`src/mac_setup_defines.vh`:
```
/*
 * Register offsets, field positions and reset values of the MAC control block.
 * Assumes inclusion by bare name from the design file; definitions only.
 */
`ifndef MAC_SETUP_DEFINES_VH
`define MAC_SETUP_DEFINES_VH

`define OFS_CONTROL_ONE    8'h00
`define OFS_CONTROL_TWO    8'h04
`define OFS_CONTROL_THREE  8'h08
`define OFS_CONTROL_FOUR   8'h0C
`define OFS_MAX_FRAME      8'h10
`define OFS_B2B_GAP        8'h14
`define OFS_NB2B_GAP_LOW   8'h18
`define OFS_NB2B_GAP_HIGH  8'h1C
`define OFS_RETRANSMIT     8'h20
`define OFS_COLL_WINDOW    8'h24
`define OFS_STATION_LO     8'h28
`define OFS_STATION_HI     8'h2C
`define OFS_STATUS         8'h30

`define BIT_RX_ENABLE      0
`define BIT_PASS_ALL       1
`define BIT_PAUSE_RX       2
`define BIT_PAUSE_TX       3
`define BIT_LOOPBACK       4
`define CTRL_ONE_MASK      8'h1F
`define BIT_MAC_RESET      7
`define BIT_FULL_DUPLEX    0
`define BIT_LENGTH_CHECK   1
`define BIT_APPEND_CRC     4

`define RST_CONTROL_ONE    8'h00
`define RST_CONTROL_TWO    8'h80
`define RST_CONTROL_THREE  8'h00
`define RST_CONTROL_FOUR   8'h00
`define RST_MAX_FRAME      16'h0600
`define RST_B2B_GAP        8'h00
`define RST_NB2B_GAP       16'h0000
`define RST_RETRANSMIT     8'h0F
`define RST_COLL_WINDOW    8'h37
`define RST_STATION        48'h000000000000

`define RESP_OKAY          2'h0
`define RESP_SLVERR        2'h2

`endif

```
`src/mac_control_setup.v`:
```
/*
 * MAC configuration registers on AXI4-Lite and the frame gating they steer.
 * Assumes a single 125 MHz clock; receive and transmit paths sit outside and
 * use the byte-wide frame strobes and the settings driven from here.
 */
`timescale 1ns/10ps
`include "mac_setup_defines.vh"

module mac_control_setup (
    input  wire        sys_clk,
    input  wire        rstn,
    input  wire [7:0]  s_axi_awaddr,
    input  wire        s_axi_awvalid,
    output wire        s_axi_awready,
    input  wire [31:0] s_axi_wdata,
    input  wire [3:0]  s_axi_wstrb,
    input  wire        s_axi_wvalid,
    output wire        s_axi_wready,
    output reg  [1:0]  s_axi_bresp,
    output reg         s_axi_bvalid,
    input  wire        s_axi_bready,
    input  wire [7:0]  s_axi_araddr,
    input  wire        s_axi_arvalid,
    output wire        s_axi_arready,
    output reg  [31:0] s_axi_rdata,
    output reg  [1:0]  s_axi_rresp,
    output reg         s_axi_rvalid,
    input  wire        s_axi_rready,
    input  wire [7:0]  rx_phy_data,
    input  wire        rx_phy_valid,
    input  wire        rx_phy_last,
    input  wire        rx_is_control,
    input  wire        rx_is_pause,
    input  wire        rx_filtered_out,
    input  wire [7:0]  tx_data,
    input  wire        tx_valid,
    input  wire        tx_last,
    input  wire        tx_pause_done,
    output reg  [7:0]  rx_buf_data,
    output reg         rx_buf_valid,
    output reg         rx_buf_last,
    output reg         rx_buf_too_long,
    output reg  [15:0] rx_buf_length,
    output reg         rx_length_report,
    output reg  [7:0]  tx_phy_data,
    output reg         tx_phy_valid,
    output reg         tx_phy_last,
    output wire        tx_hold,
    output wire        tx_too_long,
    output wire        mac_in_reset,
    output wire        pause_send_enable,
    output wire        full_duplex,
    output wire [2:0]  pad_config_field,
    output wire        append_crc,
    output wire [7:0]  b2b_gap,
    output wire [15:0] nb2b_gap,
    output wire [7:0]  retransmit_limit,
    output wire [7:0]  collision_window,
    output wire [47:0] station_address
);

////////////////////////////////////////////////////////////////////////////////

reg  [7:0]  mac_control_one_q;
reg  [7:0]  mac_control_two_q;
reg  [7:0]  mac_control_three_q;
reg  [7:0]  mac_control_four_q;
reg  [15:0] max_frame_length_q;
reg  [7:0]  b2b_gap_q;
reg  [15:0] nb2b_gap_q;
reg  [7:0]  retransmit_limit_q;
reg  [7:0]  collision_window_q;
reg  [47:0] station_address_q;
reg  [7:0]  aw_addr_q;
reg         aw_full_q;
reg  [31:0] w_data_q;
reg  [3:0]  w_strb_q;
reg         w_full_q;
reg  [15:0] rx_count_q;
reg  [15:0] tx_count_q;
reg         rx_drop_q;
reg         rx_in_frame_q;
reg         pause_active_q;
reg         rx_long_q;
reg         tx_long_q;

function known_offset;
    input [7:0] a;
    begin
        known_offset = (a[1:0] == 2'h0) && (a <= `OFS_STATUS);
    end
endfunction

function [7:0] merge_byte;
    input [7:0] old;
    input [7:0] nw;
    input       en;
    begin
        merge_byte = en ? nw : old;
    end
endfunction

////////////////////////////////////////////////////////////////////////////////
// Bus slave: address and data caught in either order, answer one cycle on

wire do_write = aw_full_q && w_full_q && !s_axi_bvalid;
wire do_read  = s_axi_arvalid && !s_axi_rvalid;

assign s_axi_awready = !aw_full_q;
assign s_axi_wready  = !w_full_q;
assign s_axi_arready = !s_axi_rvalid;

always @(posedge sys_clk) begin
    if (!rstn) begin
        aw_full_q    <= 1'b0;
        w_full_q     <= 1'b0;
        aw_addr_q    <= 8'h00;
        w_data_q     <= 32'h00000000;
        w_strb_q     <= 4'h0;
        s_axi_bvalid <= 1'b0;
        s_axi_bresp  <= `RESP_OKAY;
    end else begin
        if (s_axi_awvalid && !aw_full_q) begin
            aw_full_q <= 1'b1;
            aw_addr_q <= s_axi_awaddr;
        end
        if (s_axi_wvalid && !w_full_q) begin
            w_full_q <= 1'b1;
            w_data_q <= s_axi_wdata;
            w_strb_q <= s_axi_wstrb;
        end
        if (do_write) begin
            aw_full_q    <= 1'b0;
            w_full_q     <= 1'b0;
            s_axi_bvalid <= 1'b1;
            s_axi_bresp  <= known_offset(aw_addr_q) ? `RESP_OKAY : `RESP_SLVERR;
        end else if (s_axi_bvalid && s_axi_bready) begin
            s_axi_bvalid <= 1'b0;
        end
    end
end

// Any order of writes lands in the same state; each register is independent
always @(posedge sys_clk) begin
    if (!rstn) begin
        mac_control_one_q   <= `RST_CONTROL_ONE;
        mac_control_two_q   <= `RST_CONTROL_TWO;
        mac_control_three_q <= `RST_CONTROL_THREE;
        mac_control_four_q  <= `RST_CONTROL_FOUR;
        max_frame_length_q  <= `RST_MAX_FRAME;
        b2b_gap_q           <= `RST_B2B_GAP;
        nb2b_gap_q          <= `RST_NB2B_GAP;
        retransmit_limit_q  <= `RST_RETRANSMIT;
        collision_window_q  <= `RST_COLL_WINDOW;
        station_address_q   <= `RST_STATION;
    end else if (do_write) begin
        case (aw_addr_q)
            `OFS_CONTROL_ONE:
                mac_control_one_q <= merge_byte(mac_control_one_q, w_data_q[7:0] & `CTRL_ONE_MASK,
                                                w_strb_q[0]);
            `OFS_CONTROL_TWO:   mac_control_two_q   <= merge_byte(mac_control_two_q, w_data_q[7:0], w_strb_q[0]);
            `OFS_CONTROL_THREE: mac_control_three_q <= merge_byte(mac_control_three_q, w_data_q[7:0], w_strb_q[0]);
            `OFS_CONTROL_FOUR:  mac_control_four_q  <= merge_byte(mac_control_four_q, w_data_q[7:0], w_strb_q[0]);
            `OFS_MAX_FRAME: begin
                max_frame_length_q[7:0]  <= merge_byte(max_frame_length_q[7:0], w_data_q[7:0], w_strb_q[0]);
                max_frame_length_q[15:8] <= merge_byte(max_frame_length_q[15:8], w_data_q[15:8], w_strb_q[1]);
            end
            `OFS_B2B_GAP:       b2b_gap_q <= merge_byte(b2b_gap_q, w_data_q[7:0], w_strb_q[0]);
            `OFS_NB2B_GAP_LOW:  nb2b_gap_q[7:0] <= merge_byte(nb2b_gap_q[7:0], w_data_q[7:0], w_strb_q[0]);
            `OFS_NB2B_GAP_HIGH: nb2b_gap_q[15:8] <= merge_byte(nb2b_gap_q[15:8], w_data_q[7:0], w_strb_q[0]);
            `OFS_RETRANSMIT:    retransmit_limit_q <= merge_byte(retransmit_limit_q, w_data_q[7:0], w_strb_q[0]);
            `OFS_COLL_WINDOW:   collision_window_q <= merge_byte(collision_window_q, w_data_q[7:0], w_strb_q[0]);
            `OFS_STATION_LO: begin
                station_address_q[7:0]   <= merge_byte(station_address_q[7:0], w_data_q[7:0], w_strb_q[0]);
                station_address_q[15:8]  <= merge_byte(station_address_q[15:8], w_data_q[15:8], w_strb_q[1]);
                station_address_q[23:16] <= merge_byte(station_address_q[23:16], w_data_q[23:16], w_strb_q[2]);
                station_address_q[31:24] <= merge_byte(station_address_q[31:24], w_data_q[31:24], w_strb_q[3]);
            end
            `OFS_STATION_HI: begin
                station_address_q[39:32] <= merge_byte(station_address_q[39:32], w_data_q[7:0], w_strb_q[0]);
                station_address_q[47:40] <= merge_byte(station_address_q[47:40], w_data_q[15:8], w_strb_q[1]);
            end
            default: ;
        endcase
    end
end

always @(posedge sys_clk) begin
    if (!rstn) begin
        s_axi_rvalid <= 1'b0;
        s_axi_rdata  <= 32'h00000000;
        s_axi_rresp  <= `RESP_OKAY;
    end else if (do_read) begin
        s_axi_rvalid <= 1'b1;
        s_axi_rresp  <= known_offset(s_axi_araddr) ? `RESP_OKAY : `RESP_SLVERR;
        case (s_axi_araddr)
            `OFS_CONTROL_ONE:   s_axi_rdata <= {24'h000000, mac_control_one_q & `CTRL_ONE_MASK};
            `OFS_CONTROL_TWO:   s_axi_rdata <= {24'h000000, mac_control_two_q};
            `OFS_CONTROL_THREE: s_axi_rdata <= {24'h000000, mac_control_three_q};
            `OFS_CONTROL_FOUR:  s_axi_rdata <= {24'h000000, mac_control_four_q};
            `OFS_MAX_FRAME:     s_axi_rdata <= {16'h0000, max_frame_length_q};
            `OFS_B2B_GAP:       s_axi_rdata <= {24'h000000, b2b_gap_q};
            `OFS_NB2B_GAP_LOW:  s_axi_rdata <= {24'h000000, nb2b_gap_q[7:0]};
            `OFS_NB2B_GAP_HIGH: s_axi_rdata <= {24'h000000, nb2b_gap_q[15:8]};
            `OFS_RETRANSMIT:    s_axi_rdata <= {24'h000000, retransmit_limit_q};
            `OFS_COLL_WINDOW:   s_axi_rdata <= {24'h000000, collision_window_q};
            `OFS_STATION_LO:    s_axi_rdata <= station_address_q[31:0];
            `OFS_STATION_HI:    s_axi_rdata <= {16'h0000, station_address_q[47:32]};
            `OFS_STATUS:        s_axi_rdata <= {27'h0000000, tx_long_q, rx_long_q, rx_in_frame_q,
                                                pause_active_q, mac_in_reset};
            default:            s_axi_rdata <= 32'h00000000;
        endcase
    end else if (s_axi_rvalid && s_axi_rready) begin
        s_axi_rvalid <= 1'b0;
    end
end

////////////////////////////////////////////////////////////////////////////////
// Settings handed to the rest of the MAC

assign mac_in_reset      = mac_control_two_q[`BIT_MAC_RESET];
assign pause_send_enable = mac_control_one_q[`BIT_PAUSE_TX];
assign full_duplex       = mac_control_three_q[`BIT_FULL_DUPLEX];
assign pad_config_field  = mac_control_three_q[7:5];
assign append_crc        = mac_control_three_q[`BIT_APPEND_CRC];
assign b2b_gap           = b2b_gap_q;
assign nb2b_gap          = nb2b_gap_q;
assign retransmit_limit  = retransmit_limit_q;
assign collision_window  = collision_window_q;
assign station_address   = station_address_q;

wire loop_on  = mac_control_one_q[`BIT_LOOPBACK];
wire rx_en    = mac_control_one_q[`BIT_RX_ENABLE];
wire pass_all = mac_control_one_q[`BIT_PASS_ALL];

// Loopback swaps the receive source and keeps the PHY silent
wire [7:0] rx_src_data  = loop_on ? tx_data : rx_phy_data;
wire       rx_src_valid = loop_on ? tx_valid : rx_phy_valid;
wire       rx_src_last  = loop_on ? tx_last : rx_phy_last;
wire       src_ctrl     = !loop_on && rx_is_control;

assign tx_hold     = pause_active_q || mac_in_reset;
assign tx_too_long = tx_long_q;

////////////////////////////////////////////////////////////////////////////////
// Frame gating; drop decision taken on a frame's first byte so frames never split

wire first_byte = rx_src_valid && !rx_in_frame_q;
wire drop_now   = first_byte ? (!rx_en || (src_ctrl && (!pass_all || rx_filtered_out))) : rx_drop_q;
wire [15:0] rx_next = rx_count_q + 16'h0001;
wire [15:0] tx_next = tx_count_q + 16'h0001;

always @(posedge sys_clk) begin
    if (!rstn || mac_in_reset) begin
        rx_in_frame_q    <= 1'b0;
        rx_drop_q        <= 1'b0;
        rx_count_q       <= 16'h0000;
        tx_count_q       <= 16'h0000;
        rx_long_q        <= 1'b0;
        tx_long_q        <= 1'b0;
        pause_active_q   <= 1'b0;
        rx_buf_data      <= 8'h00;
        rx_buf_valid     <= 1'b0;
        rx_buf_last      <= 1'b0;
        rx_buf_too_long  <= 1'b0;
        rx_buf_length    <= 16'h0000;
        rx_length_report <= 1'b0;
        tx_phy_data      <= 8'h00;
        tx_phy_valid     <= 1'b0;
        tx_phy_last      <= 1'b0;
    end else begin
        rx_buf_valid     <= 1'b0;
        rx_buf_last      <= 1'b0;
        rx_length_report <= 1'b0;
        if (rx_src_valid) begin
            rx_in_frame_q <= !rx_src_last;
            rx_drop_q     <= drop_now;
            rx_count_q    <= rx_src_last ? 16'h0000 : rx_next;
            if (rx_next > max_frame_length_q)
                rx_long_q <= 1'b1;
            else if (first_byte)
                rx_long_q <= 1'b0;
            if (!drop_now) begin
                rx_buf_data     <= rx_src_data;
                rx_buf_valid    <= 1'b1;
                rx_buf_last     <= rx_src_last;
                rx_buf_too_long <= rx_next > max_frame_length_q;
                if (rx_src_last) begin
                    rx_buf_length    <= rx_next;
                    rx_length_report <= mac_control_three_q[`BIT_LENGTH_CHECK];
                end
            end
        end
        // Pause frames are only seen from the PHY; loopback cannot pause itself
        if (!loop_on && rx_phy_valid && rx_phy_last && rx_is_pause && mac_control_one_q[`BIT_PAUSE_RX])
            pause_active_q <= 1'b1;
        else if (tx_pause_done)
            pause_active_q <= 1'b0;
        tx_phy_data  <= tx_data;
        tx_phy_valid <= tx_valid && !loop_on;
        tx_phy_last  <= tx_last && !loop_on;
        if (tx_valid) begin
            tx_count_q <= tx_last ? 16'h0000 : tx_next;
            if (tx_next > max_frame_length_q)
                tx_long_q <= 1'b1;
            else if (tx_count_q == 16'h0000)
                tx_long_q <= 1'b0;
        end
    end
end

endmodule

```
`config.mk`:
```
export PLATFORM = sky130hd
export DESIGN_NAME = mac_control_setup
export DESIGN_NICKNAME = d
export VERILOG_FILES = /design/src/mac_control_setup.v
export VERILOG_INCLUDE_DIRS = /design/src
export SDC_FILE = /design/constraint.sdc
export NUM_CORES = 1
export LEC_CHECK = 0
export BUFFER_PORTS_ARGS = -buffer_cell sky130_fd_sc_hd__buf_2
export CORE_MARGIN = 2
export CORE_UTILIZATION = 50
export CTS_BUF_LIST = sky130_fd_sc_hd__clkbuf_8
export CTS_CLUSTER_DIAMETER = 80
export DETAILED_ROUTE_END_ITERATION = 6
export HOLD_SLACK_MARGIN = 0.15
export PLACE_DENSITY = 0.76
export SLEW_MARGIN = 20
export SYNTH_ARGS = -nofsm -noshare
export SYNTH_HDL_FRONTEND = slang
export SYNTH_SLANG_ARGS = --single-unit
```
`constraint.sdc`:
```
create_clock -name sys_clk -period 2.65 [get_ports sys_clk]
set_input_delay 0.795 -clock sys_clk [delete_from_list [all_inputs] [get_ports sys_clk]]
set_output_delay 0.795 -clock sys_clk [all_outputs]
set_load 0.02 [all_outputs]
```
Yosys cells after proc, flatten, opt, wreduce, memory -nomap -nowiden
Index checks and enable logic that the tools add are counted. W data, S select, Z words.

Bits in registers: 292. Input bits: 83.

$add $sub $neg: 2. $lt $le $gt $ge: 4. Eq/ne operators: 23. Mux-type cells: 20. Bitwise operators: 4. Reduce and logical (&&, ||, !) cells: 67.

Operators with widths (count): $pmux W32 S13 (1); $eq A8 B6 Y1 const B (9); $eq A8 B5 Y1 const B (8); $reduce_and A3 Y1 (18); $add A16 B1 Y16 const B (2); $eq A8 B4 Y1 const B (4); $gt A16 B16 Y1 (2); $mux W16 (2); $logic_and A1 B1 Y1 (18); $eq A8 B3 Y1 const B (2); $le A8 B6 Y1 const B (2); $logic_not A16 Y1 (1); $logic_not A8 Y1 (2); $mux W1 (14); $logic_not A1 Y1 (10); $reduce_bool A2 Y1 (5); $mux W8 (1); $reduce_and A2 Y1 (3); $logic_not A2 Y1 (2); $logic_or A1 B1 Y1 (4); $mux W2 (2); $not A1 Y1 (4); $reduce_or A2 Y1 (2); $reduce_or A4 Y1 (1); $reduce_or A3 Y1 (1).

Logic depth before layout (Yosys ltp)
Depth in word-level cells: 7. Mapped depth: 11.

Worst setup path after synthesis
Ideal clock, no wire load.

Path type: flip-flop to flip-flop. From: register rx_count_q[3]. To: register rx_long_q. Library setup time: 101 ps. Arrival time: 2486 ps. Data required time: 2549 ps. Setup slack: 63 ps. Stages on the path, launching flop included: 11. Buffers on the path: 0. Clock period less this slack: 2587 ps. Cells stage by stage: dfxtp_1 -> nand4_1 -> nor3_2 -> nand3_1 -> xor2_1 -> inv_1 -> ha_1 -> nand4_1 -> a2111oi_0 -> nor4_1 -> o41ai_1.

Cells in the longest elaborated chain, start to end: 4. Elaborated cells on any way between the ends: 5. Classes of those cells: add/sub: 1; order compare: 1; mux: 1; reduce/logical: 2.

RTL lines: start: declaration (RTL line mac_control_setup.v:79) `reg [15:0] rx_count_q;`; start signal: assignment (RTL line mac_control_setup.v:278) `rx_count_q <= rx_src_last ? 16'h0000 : rx_next;`; $add A16 B1 Y16 (*) (RTL line mac_control_setup.v:250) `wire [15:0] rx_next = rx_count_q + 16'h0001;`; net rx_next[15] (RTL line mac_control_setup.v:250); $gt A16 B16 Y1 (*) (RTL line mac_control_setup.v:279) `if (rx_next > max_frame_length_q)`; $reduce_bool A2 Y1 (no source line); $reduce_and A2 Y1 (no source line); end signal: assignment (RTL line mac_control_setup.v:259) `rx_long_q <= 1'b0;`; end signal: assignment (RTL line mac_control_setup.v:280) `rx_long_q <= 1'b1;`; end signal: assignment (RTL line mac_control_setup.v:282) `rx_long_q <= 1'b0;`; end: declaration (RTL line mac_control_setup.v:84) `reg rx_long_q;`.

The timed path passes the listed nets; every way through them passes the cells marked *. A chain may end at the register's enable or synchronous reset.

Worst setup path after layout
From: register rx_count_q[0]. To: register rx_long_q.

Same word-level chain as after synthesis.

==> results.sh <==
export IMPL_outcome="finished with violations"
export IMPL_violations="negative setup slack"
export IMPL_die_h_um=165.0
export IMPL_finalWorstSetupSlack_ns=-0.06483
export IMPL_cts_tree="built"
export IMPL_antenna_found_initial=2
export IMPL_leakage_nw=6.905
export IMPL_min_path_type="in -> reg"
export IMPL_io_buffers=256
export IMPL_yosysWarnings=0
export IMPL_clockBufferDepth=3
export IMPL_die_w_um=165.0
export IMPL_finalPower_mw=9.235
export IMPL_hold_ws_ns=0.4474
export IMPL_critPathMaxStageDelay_ns=0.43
export IMPL_max_slew_margin=0.3625
export IMPL_synth_area_leader_cell="dfxtp_1"
export IMPL_required_ns=3.11
export IMPL_core_um2=25330
export IMPL_die_area_um2=27220
export IMPL_finalNonFillerCells=2182
export IMPL_viasPerCell=5.807
export IMPL_ys_types=78
export IMPL_clkLatencyLatePin_ns=0.58
export IMPL_start_util=0.5116
export IMPL_finalHoldViolations=0
export IMPL_cts_hold_buf=0
export IMPL_ys_flop_type="dfxtp_1"
export IMPL_design_area_um2=16160
export IMPL_min_period_ns=2.715
export IMPL_p_clk_frac=0.462
export IMPL_synth_area_leaders="dfxtp_1, nand2_1, a21oi_1"
export IMPL_avgSynthCellArea_um2=8.502
export IMPL_drt_wl_total_mm=41.84
export IMPL_p_int_mw=7.029
export IMPL_grt_max_degree=199
export IMPL_grt_overflow=0
export IMPL_holdPathStages=2
export IMPL_fp_row_count=58
export IMPL_ios=259
export IMPL_crit_path_frequent_cell="nand4_1"
export IMPL_power_switching_mw=2.206
export IMPL_drv_cap=0
export IMPL_end_kind="flop"
export IMPL_synth_most_common_cell="nand2_1"
export IMPL_synth_compound_area_frac=0.1464
export IMPL_yosys_area_share_simple=0.2258
export IMPL_syn_area_um2=12960
export IMPL_crit_chain="nand4_1, nor3_4, nand3_2, xor2_2, inv_1, ha_4, nand4_1, a2111oi_4, nor4_2, o41ai_1"
export IMPL_routedWlPerCell_um=19.17
export IMPL_ff2ff_path_depth=10
export IMPL_start_kind="flop"
export IMPL_synth_xor_area_share=0.01893
export IMPL_cts_buffers=47
export IMPL_synth_top_family_by_area="simple AND/OR/NAND/NOR gates"
export IMPL_crit_type="reg -> reg"
export IMPL_slew_violations=0
export IMPL_crit_slowest_cell="a2111oi_4"
export IMPL_yosysSeqAreaShare=0.4480
export IMPL_clkTransAtPathRegs_ns=0.07
export IMPL_power_density_nw_per_um2=571.5
export IMPL_antenna_left=0
export IMPL_max_freq_mhz=368.3
export IMPL_dp_slack_ns=-0.05240
export IMPL_drive_gt1_frac=0.2632
export IMPL_cts_root_buf="clkbuf_8"
export IMPL_setup_viol=1
export IMPL_grt_use_total=0.2976
export IMPL_vias=12670
export IMPL_area_growth_pct=24.72
export IMPL_rsz0062_at_grt="yes"
export IMPL_nets=1935
export IMPL_synth_adder_area_share=0.03380
export IMPL_drc=0
export IMPL_pwr_share_comb=0.052
export IMPL_skew_ns=0.04083
export IMPL_synth_seq_cells=290
export IMPL_synth_area_mux_share=0.08546
export IMPL_async_flop_share=0
export IMPL_synthCells=1524
export IMPL_grt_pass1_wl_mm=63.27
export IMPL_placed_area_um2=14860
export IMPL_yosysTopAreaCellShare=0.4480
export IMPL_finish_utilization=0.6381
export IMPL_drt_iter0_markers=1182
export IMPL_swShare=0.2389
export IMPL_cp_arrival_ns=3.17
export IMPL_cp_max_fo=3
export IMPL_pwr_share_seq=0.486
export IMPL_cts_sinks=290
export IMPL_synth_edf_count=0
export IMPL_finalCritPeriodShare=1.024
export IMPL_grt_pass1_vias=11810
export IMPL_worstMarginPinSlew_ns=0.9562
export IMPL_place_inst=2090
export IMPL_yosys_top_cells_count="nand2_1, dfxtp_1, a21oi_1"
export IMPL_firstDrtPassIters=7
export IMPL_ir_drop_v=0.0004786
export IMPL_cts_htree_levels=2
export IMPL_routabilityCongestion=0.9568
export IMPL_dpl_hpwl_mm=29.97
export IMPL_fin_setup_tns_ns=-0.06483
critical path: cells and delay by family, from the launching register on:
family,cells,cell delay [ns]
XOR/XNOR,1,0.20
AND/OR/NAND/NOR,5,0.91
AO/OA/AOI/OAI,2,0.76
adder cells (fa/ha/maj),1,0.28
flip-flops,1,0.37
buffers and inverters,1,0.09
cell type report:
type / instances / area (um^2)
Antenna cell: 2 / 5.005
Clock buffer: 61 / 839.6
Clock inverter: 21 / 200.2
Fill cell: 2154 / 9166
Inverter: 34 / 132.6
Multi-Input combinational cell: 1108 / 6798
Sequential cell: 290 / 5828
Tap cell: 330 / 412.9
Timing Repair Buffer: 336 / 1944
final timing paths:
kind / from / end / slack, ns
worst min register to register: mac_control_two_q[3] / mac_control_two_q[3] / 0.45
worst max-delay path: rx_count_q[0] / rx_long_q / -0.06
worst min-delay path: tx_data[2] / tx_phy_data[2] / 0.45
worst max register to register: rx_count_q[0] / rx_long_q / -0.06
registers in the layout, indices dropped and copies added, names as in the netlist, 16 cells and up:
register and count:
station_address 48, w_data_q 32, nb2b_gap 16, max_frame_length_q 16, rx_count_q 16, tx_count_q 16, s_axi_rdata 32, rx_buf_length 16
kinds of logic (layout without fill, tap and decap cells):
logic type                 Yosys count  after routing
AOI/OAI and AO/OA                  311            311
xor gates and xnor gates            28             28
adders and majority gates           35             35
buffers and inverters              127            452
DFF                                290            290
muxes                              103            103
other                                1              4
and+or+nand+nor                    629            629
power by group through the flow:
stage / registers (mW) / logic, mW / clock network (mW)
5_1_grt: 4.49 / 0.521 / 4.51
3_5_place_dp: 4.58 / 0.472 / 0
2_1_floorplan: 4.54 / 0.302 / 0
3_3_place_gp: 4.58 / 0.466 / 0
6_report: 4.49 / 0.481 / 4.26
4_1_cts: 4.49 / 0.474 / 4.31
cells in the final DEF (no fill, tap or decap), types with 5 or more instances in the layout:
| master | n |
|---|---|
| nand4_1 | 18 |
| xor2_1 | 13 |
| nand2b_1 | 7 |
| dfxtp_2 | 9 |
| a22oi_1 | 42 |
| a211oi_1 | 13 |
| o211ai_1 | 6 |
| nor2_1 | 135 |
| buf_4 | 75 |
| and2_1 | 9 |
| mux2i_1 | 80 |
| or3_1 | 7 |
| a21oi_1 | 163 |
| nor4_1 | 9 |
| dfxtp_1 | 278 |
| buf_12 | 5 |
| nand2_1 | 298 |
| a22o_1 | 10 |
| o22ai_1 | 5 |
| inv_1 | 44 |
| ha_1 | 32 |
| o21ai_0 | 29 |
| nand3_1 | 67 |
| xnor2_1 | 11 |
| nor3_2 | 5 |
| nor2b_1 | 11 |
| buf_2 | 256 |
| nor3_1 | 12 |
| nor4_2 | 5 |
| mux2_2 | 18 |
| clkbuf_8 | 61 |
| a31oi_1 | 8 |
routing by layer:
metal  GRT usage  routed length, um
met1      0.3933              17190
met2      0.4763              19310
met3     0.05575               3514
met4      0.1273               1816
met5           0                  0
repair_timing:
action	in CTS	in global routing
cloned	0	0
setup endpoints to repair	2	3
pin swaps	3	18
resized for setup	5	38
buffers inserted	2	6
endpoints found under the hold margin	0	0
(Power assumes the default switching activity.)
